## config.mk

```make
export PLATFORM = sky130hd
export DESIGN_NAME = dma_bus_handshake_reset
export DESIGN_NICKNAME = d
export VERILOG_FILES = /design/src/dma_bus_pkg.sv /design/src/pin_sync.sv /design/src/dma_bus_handshake_reset.sv
export VERILOG_INCLUDE_DIRS = /design/src
export SDC_FILE = /design/constraint.sdc
export NUM_CORES = 1
export LEC_CHECK = 0
export BUFFER_PORTS_ARGS = -buffer_cell sky130_fd_sc_hd__buf_2
export CAP_MARGIN = 20
export CORE_ASPECT_RATIO = 0.5
export CORE_MARGIN = 2
export CORE_UTILIZATION = 50
export DETAILED_ROUTE_END_ITERATION = 7
export PLACE_DENSITY = 0.75
export SETUP_SLACK_MARGIN = 0.2
export SYNTH_ARGS = -nofsm -noshare
export SYNTH_HDL_FRONTEND = slang
export SYNTH_SLANG_ARGS = --single-unit
export TNS_END_PERCENT = 5
```

## constraint.sdc

```tcl
create_clock -name clk -period 2.3 [get_ports clk]
set_clock_uncertainty 0.2 [all_clocks]
set_input_delay 0.46 -clock clk [delete_from_list [all_inputs] [get_ports clk]]
set_output_delay 0.46 -clock clk [all_outputs]
set_load 0.02 [all_outputs]
```

## src/dma_bus_consts.svh

```systemverilog
// Named constants of the DMA bus handshake and reset block.
// Assumes it is included by bare name and defines nothing else.
`ifndef DMA_BUS_CONSTS_SVH
`define DMA_BUS_CONSTS_SVH

`define CMD_STOP_BIT        0
`define CMD_START_BIT       1
`define CMD_RESET_VALUE     8'h01
`define IMR_RESET_VALUE     8'h00
`define DCR_RESET_VALUE     8'h00
`define TCR_RESET_VALUE     8'h00
`define SEL_COMMAND         2'h0
`define SEL_INTR_MASK       2'h1
`define SEL_DATA_CFG        2'h2
`define SEL_TX_CFG          2'h3
`define RESET_LIMIT_CYCLES  4'hA
`define WORDS_ZERO          4'h0
`define WORDS_ONE           4'h1
`define SYNC_GRANT          0
`define SYNC_RESET_N        1
`define SYNC_RESET_VALUE    2'h0

`endif

```

## src/dma_bus_pkg.sv

```systemverilog
// Types shared by the DMA bus handshake and reset block.
// Assumes nothing of its surroundings.
package dma_bus_pkg;

    typedef struct packed {
        logic [7:0] command;
        logic [7:0] intr_mask;
        logic [7:0] data_cfg;
        logic [7:0] tx_cfg;
    } settings_s;

    typedef enum logic [2:0] {
        ST_IDLE = 3'b000,
        ST_REQ  = 3'b001,
        ST_T1   = 3'b010,
        ST_T2   = 3'b011,
        ST_T3   = 3'b100,
        ST_T4   = 3'b101
    } dma_state_e;

endpackage : dma_bus_pkg

```

## src/pin_sync.sv

```systemverilog
// Three-stage synchroniser with a two-stage agreement filter, one per bit.
// Assumes asynchronous pin inputs and a synchronous active-high reset.
`timescale 1ns/100ps
module pin_sync #(
    parameter int         WIDTH   = 2,
    parameter logic [1:0] RST_VAL = 2'h0
) (
    // Clock and reset
    input  wire logic             clk,
    input  wire logic             reset,
    // Pins and filtered levels
    input  wire logic [WIDTH-1:0] d,
    output logic      [WIDTH-1:0] q
);

    genvar i;
    generate
        for (i = 0; i < WIDTH; i = i + 1) begin : g_bit
            logic s1;
            logic s2;
            logic s3;
            // The first stage feeds only the second, to contain metastability.
            always_ff @(posedge clk) begin
                if (reset) begin
                    s1   <= RST_VAL[i];
                    s2   <= RST_VAL[i];
                    s3   <= RST_VAL[i];
                    q[i] <= RST_VAL[i];
                end else begin
                    s1 <= d[i];
                    s2 <= s1;
                    s3 <= s2;
                    if (s2 == s3) begin
                        q[i] <= s3;
                    end
                end
            end
        end
    endgenerate

endmodule : pin_sync

```

## src/dma_bus_handshake_reset.sv

```systemverilog
// Bus request and grant handshake for DMA, with the chip reset pin.
// Assumes the bus clock as clk, a pin-level grant and reset, and a
// same-clock FIFO service request from the controller core.
`timescale 1ns/100ps
`include "dma_bus_consts.svh"

// Behaviour
// - Request output high to ask for bus.
// - FIFO service raises request without software.
// - Reset pin low resets at once; the code resets four to five clocks after the pin falls.
// - No network traffic until start bit set.
// - Reset restores command, mask, data, transmit settings.
// - Reset completes within ten bus clocks.
module dma_bus_handshake_reset (
    // Clock and system reset
    input  wire logic                  clk,
    input  wire logic                  reset,
    // Pins from the bus and board
    input  wire logic                  bus_grant,
    input  wire logic                  chip_reset_n,
    // FIFO demand from the controller core
    input  wire logic                  fifo_service_req,
    input  wire logic [3:0]            burst_words,
    // Settings write port
    input  wire logic                  cfg_write,
    input  wire logic [1:0]            cfg_sel,
    input  wire logic [7:0]            cfg_data,
    // Bus side outputs
    output logic                       bus_request_out,
    output logic                       dma_active,
    output logic                       dma_word_done,
    // Status and settings
    output dma_bus_pkg::settings_s     settings,
    output logic                       start_command_bit,
    output logic                       net_enable,
    output logic                       controller_stopped
);

    logic [1:0]              sync_q;
    logic                    grant_f;
    logic                    chip_rst;
    logic [3:0]              words_left;
    logic                    last_word;
    dma_bus_pkg::dma_state_e state;
    dma_bus_pkg::dma_state_e next_state;
    dma_bus_pkg::settings_s  settings_default;

    assign settings_default = '{command:   `CMD_RESET_VALUE,
                                intr_mask: `IMR_RESET_VALUE,
                                data_cfg:  `DCR_RESET_VALUE,
                                tx_cfg:    `TCR_RESET_VALUE};

    pin_sync #(
        .WIDTH   (2),
        .RST_VAL (`SYNC_RESET_VALUE)
    ) u_sync (
        .clk   (clk),
        .reset (reset),
        .d     ({chip_reset_n, bus_grant}),
        .q     (sync_q)
    );

    assign grant_f   = sync_q[`SYNC_GRANT];
    assign chip_rst  = ~sync_q[`SYNC_RESET_N];
    assign last_word = (state == dma_bus_pkg::ST_T4) && (words_left == `WORDS_ONE);

    always_comb begin
        next_state = state;
        unique case (state)
            dma_bus_pkg::ST_IDLE: begin
                // A grant left over from the last tenure must be seen to fall first.
                // This also makes a grant tied high lock the block out for good.
                if (fifo_service_req && start_command_bit && !grant_f
                        && burst_words != `WORDS_ZERO) begin
                    next_state = dma_bus_pkg::ST_REQ;
                end
            end
            dma_bus_pkg::ST_REQ: begin
                if (grant_f) begin
                    next_state = dma_bus_pkg::ST_T1;
                end
            end
            dma_bus_pkg::ST_T1: begin
                next_state = grant_f ? dma_bus_pkg::ST_T2 : dma_bus_pkg::ST_REQ;
            end
            dma_bus_pkg::ST_T2: begin
                next_state = grant_f ? dma_bus_pkg::ST_T3 : dma_bus_pkg::ST_REQ;
            end
            dma_bus_pkg::ST_T3: begin
                next_state = grant_f ? dma_bus_pkg::ST_T4 : dma_bus_pkg::ST_REQ;
            end
            dma_bus_pkg::ST_T4: begin
                if (last_word) begin
                    next_state = dma_bus_pkg::ST_IDLE;
                end else if (grant_f) begin
                    next_state = dma_bus_pkg::ST_T1;
                end else begin
                    next_state = dma_bus_pkg::ST_REQ;
                end
            end
            default: begin
                next_state = dma_bus_pkg::ST_IDLE;
            end
        endcase
    end

    // The pin passes the synchroniser first, so reset lands four to five
    // clocks after it falls, still inside the ten-clock bound.
    // Immediate reset abort.
    always_ff @(posedge clk) begin
        if (reset || chip_rst) begin
            state <= dma_bus_pkg::ST_IDLE;
        end else begin
            state <= next_state;
        end
    end

    // A word interrupted by a lost grant is redone from its first cycle.
    always_ff @(posedge clk) begin
        if (reset || chip_rst) begin
            words_left <= `WORDS_ZERO;
        end else if (state == dma_bus_pkg::ST_IDLE && next_state == dma_bus_pkg::ST_REQ) begin
            words_left <= burst_words;
        end else if (state == dma_bus_pkg::ST_T4) begin
            words_left <= words_left - `WORDS_ONE;
        end
    end

    // The grant is filtered, so a withdrawn grant is honoured up to five
    // clocks late; the bus owner must allow for that before reusing the bus.
    // Request handshake.
    always_ff @(posedge clk) begin
        if (reset || chip_rst) begin
            bus_request_out <= 1'b0;
            dma_active      <= 1'b0;
            dma_word_done   <= 1'b0;
        end else begin
            bus_request_out <= (next_state != dma_bus_pkg::ST_IDLE);
            dma_active      <= (next_state == dma_bus_pkg::ST_T1)
                            || (next_state == dma_bus_pkg::ST_T2)
                            || (next_state == dma_bus_pkg::ST_T3)
                            || (next_state == dma_bus_pkg::ST_T4);
            dma_word_done   <= (state == dma_bus_pkg::ST_T4);
        end
    end

    always_ff @(posedge clk) begin
        if (reset || chip_rst) begin
            settings <= settings_default;
        end else if (cfg_write) begin
            unique case (cfg_sel)
                `SEL_COMMAND:   settings.command   <= cfg_data;
                `SEL_INTR_MASK: settings.intr_mask <= cfg_data;
                `SEL_DATA_CFG:  settings.data_cfg  <= cfg_data;
                `SEL_TX_CFG:    settings.tx_cfg    <= cfg_data;
            endcase
        end
    end

    always_ff @(posedge clk) begin
        if (reset || chip_rst) begin
            start_command_bit  <= 1'b0;
            net_enable         <= 1'b0;
            controller_stopped <= 1'b1;
        end else begin
            start_command_bit  <= settings.command[`CMD_START_BIT];
            net_enable         <= settings.command[`CMD_START_BIT]
                               && !settings.command[`CMD_STOP_BIT];
            controller_stopped <= settings.command[`CMD_STOP_BIT]
                               || !settings.command[`CMD_START_BIT];
        end
    end

    // Counts bus clocks the reset pin has been low, for the reset bound check.
    logic [3:0] low_cnt;
    always_ff @(posedge clk) begin
        if (reset || chip_reset_n) begin
            low_cnt <= `WORDS_ZERO;
        end else if (low_cnt != `RESET_LIMIT_CYCLES) begin
            low_cnt <= low_cnt + `WORDS_ONE;
        end
    end
endmodule : dma_bus_handshake_reset

```

==> out/results.txt <==
Synth top area cells: dfxtp_1, mux2i_1, nor2_1
Nets: 272
Vias in the first global route: 1383
Root buffer cell: clkbuf_8
FF-to-FF setup slack: 0.38 ns
Tcrit/Tclk final: 83.3%
Worst reg2reg path depth: 4
Cell Rows: 16
H-tree depth: 2
Layout cells sized above 1: 29.5%
# clock sinks: 53
Post-synth top cells: dfxtp_1, nor2_1, mux2i_1
Sequential area share after synthesis: 53.5%
FFs w/ async S/R, synth: 0%
Yosys warnings: 0
Hold buffer count at cts: 0
Worst hold path depth: 2
Reg-to-reg endpoint: words_left[1]
Mapped Avg Cell Area: 10.2 um^2
Post-cts sizing count: 0
Area grow syn2layout: 20.9%
CTS Buf Count: 5
Grt ovf: 0
Worst slew pin tran: 0.569 ns
Hold EP: u_sync.g_bit[0].s1
Hold Vio Cnt, Final: 0
CP Data Arrival Time: 1.90 ns
Slew HR: 62.0%
Post-Syn Nets: 216
Post-CTS setup buffers: 0
CP max FO: 9
F_max: 0.522 GHz
Critical Path RT: 2.28 ns
PD cells: 624 nW/um^2
Final core utilization: 62.1%
Initial core utilization: 51.4%
Setup crit start kind: flop
1st-pass router iterations: 4
Crit Path Category: reg2reg
Port-buffer cells: 57
Pin count of the biggest net entering global routing: 32
Die footprint: 4520 um^2
Ys flop type: dfxtp_1
Setup Total Neg Slack: 0 ns
Min-Delay Path Class: in2reg
Max Cap Viol: 0
CTS tree: built
Final wirelength: 3.88 mm
Die X: 93.1 um
Cells after synthesis: 194
RSZ-0062 raised after global routing: false
Fin crit period: 1.92 ns
Clk pin slew, worst setup/hold paths: 0.09 ns
Area leader, netlist: dfxtp_1
Peak supply drop: 316 uV
Yosys cell types: 32
Worst Setup End Kind: flop
Post-synth EDFFs: 0
Initial DRC count: 34
Area of the mapped netlist: 1980 um^2
Initial antenna violation count: 0
Die Y: 48.5 um
Routability cong.: 0.741
Post-synth top area share: 53.5%
Vias per cell: 4.89
Post-route ant nets: 0
DR WL/cell: 12.7 um
Detailed Place HPWL: 2.82 mm
Vias: 1492
Leakage: 0.00112 uW
Gr usage total: 18.1%
Final Max Slew Viols: 0
Core footprint: 3860 um^2
Synth Register Bits: 53
Clock latency on the worst-skew pair: 0.30 ns
Hold Crit Start: bus_grant
Reg2Reg Launch Point: state[2]
First-pass GRT wire length: 6.44 mm
Most frequent cell after synthesis: dfxtp_1
Ant. Diodes: 0
I/O pin count: 58
Longest Clk Path Bufs: 2
Status: complete, no violations
Setup violations, final: 0
# DRC: 0
## kinds of logic after synthesis
| logic type | count (synthesis) | share of synthesized area, % |
|---|---|---|
| buffers and inverters | 13 | 2.96 |
| and+or+nand+nor | 73 | 18.8 |
| xor gates and xnor gates | 3 | 1.32 |
| adders and majority gates | 2 | 1.26 |
| DFF | 53 | 53.5 |
| AOI/OAI and AO/OA | 16 | 5.04 |
| muxes | 34 | 17.2 |
## state kept, by name (all words and copies together) (netlist names)
| signal | count |
|---|---|
| bus_request_out | 1 |
| controller_stopped | 1 |
| dma_active | 1 |
| dma_word_done | 1 |
| net_enable | 1 |
| settings | 32 |
| start_command_bit | 1 |
| state | 3 |
| u_sync.g_bit.s1 | 2 |
| u_sync.g_bit.s2 | 2 |
| u_sync.g_bit.s3 | 2 |
| u_sync.q | 2 |
| words_left | 4 |
## worst max path at each step
stage / from / end / slack, ns / cells past startpoint
global route: state[2] / words_left[1] / 0.29 / 4
global placement: state[2] / words_left[2] / 0.35 / 4
floorplan: state[0] / words_left[1] / 0.37 / 6
finish: state[2] / words_left[1] / 0.38 / 4
CTS: state[2] / words_left[1] / 0.29 / 4
detailed placement: state[2] / words_left[1] / 0.31 / 4
## final cells by class
| class | instances | area, um^2 |
|---|---|---|
| fill | 343 | 1460 |
| sequential | 53 | 1060 |
| multi-input combinational | 128 | 873 |
| timing repair buffer | 59 | 300 |
| clock buffer | 6 | 72.6 |
| tap | 54 | 67.6 |
| clock inverter | 2 | 13.8 |
| inverter | 3 | 11.3 |
## worst max-delay path: stages, from the launching register on
cell	delay, ns
dfxtp_1	0.38
or3_4	0.43
or4_4	0.57
mux2i_1	0.17
nor2_1	0.05
## placed cells by master, fill, tap and decap left out, drive strengths merged
| cell type | Yosys | routed |
|---|---|---|
| o211ai | 1 | 1 |
| buf | 4 | 59 |
| a211oi | 1 | 1 |
| nor2b | 10 | 10 |
| and3b | 1 | 1 |
| a21boi | 1 | 1 |
| clkbuf | 6 | 6 |
| and2 | 3 | 3 |
| nand3b | 4 | 4 |
| nor2 | 36 | 36 |
| nand2 | 5 | 5 |
| dfxtp | 53 | 53 |
| o22ai | 1 | 1 |
| or3 | 1 | 1 |
| or2b | 1 | 1 |
| a21oi | 6 | 6 |
| nor4 | 1 | 1 |
| nand2b | 2 | 2 |
| nand3 | 4 | 4 |
| o21ai | 5 | 5 |
| or3b | 1 | 1 |
| mux2i | 34 | 34 |
| or4 | 2 | 2 |
| xnor2 | 3 | 3 |
| clkinv | 0 | 1 |
| o32a | 1 | 1 |
| ha | 2 | 2 |
| nor3b | 2 | 2 |
| inv | 3 | 4 |
## metal layers
layer,up-vias,global-route usage (%),wire (um)
li1,759,-,-
met1,693,22.6,1800
met2,33,29.5,1860
met3,7,4.98,164
met4,0,8.09,59
met5,-,0,0
## power breakdown
| part | switching (uW) | internal [uW] | leakage [uW] | total (uW) |
|---|---|---|---|---|
| Combinational | 32.6 | 31.6 | 0.000649 | 64.2 |
| Sequential | 1.62 | 921 | 0.000428 | 923 |
| Clock | 293 | 217 | 0.0000456 | 511 |
## metrics by stage
| stage | worst slack (ns) | hold slack (ns) | power [uW] | std cells | area [um^2] |
|---|---|---|---|---|---|
| after floorplan | 0.369 | 0.214 | 976 | 194 | 1980 |
| after global placement | 0.354 | 0.218 | 1010 | 297 | 2310 |
| after detailed placement | 0.306 | 0.229 | 1010 | 297 | 2310 |
| after CTS | 0.292 | 0.158 | 1510 | 305 | 2400 |
| after global routing | 0.288 | 0.163 | 1570 | 305 | 2400 |
| final | 0.385 | 0.168 | 1500 | 305 | 2400 |
(Power assumes the default switching activity.)
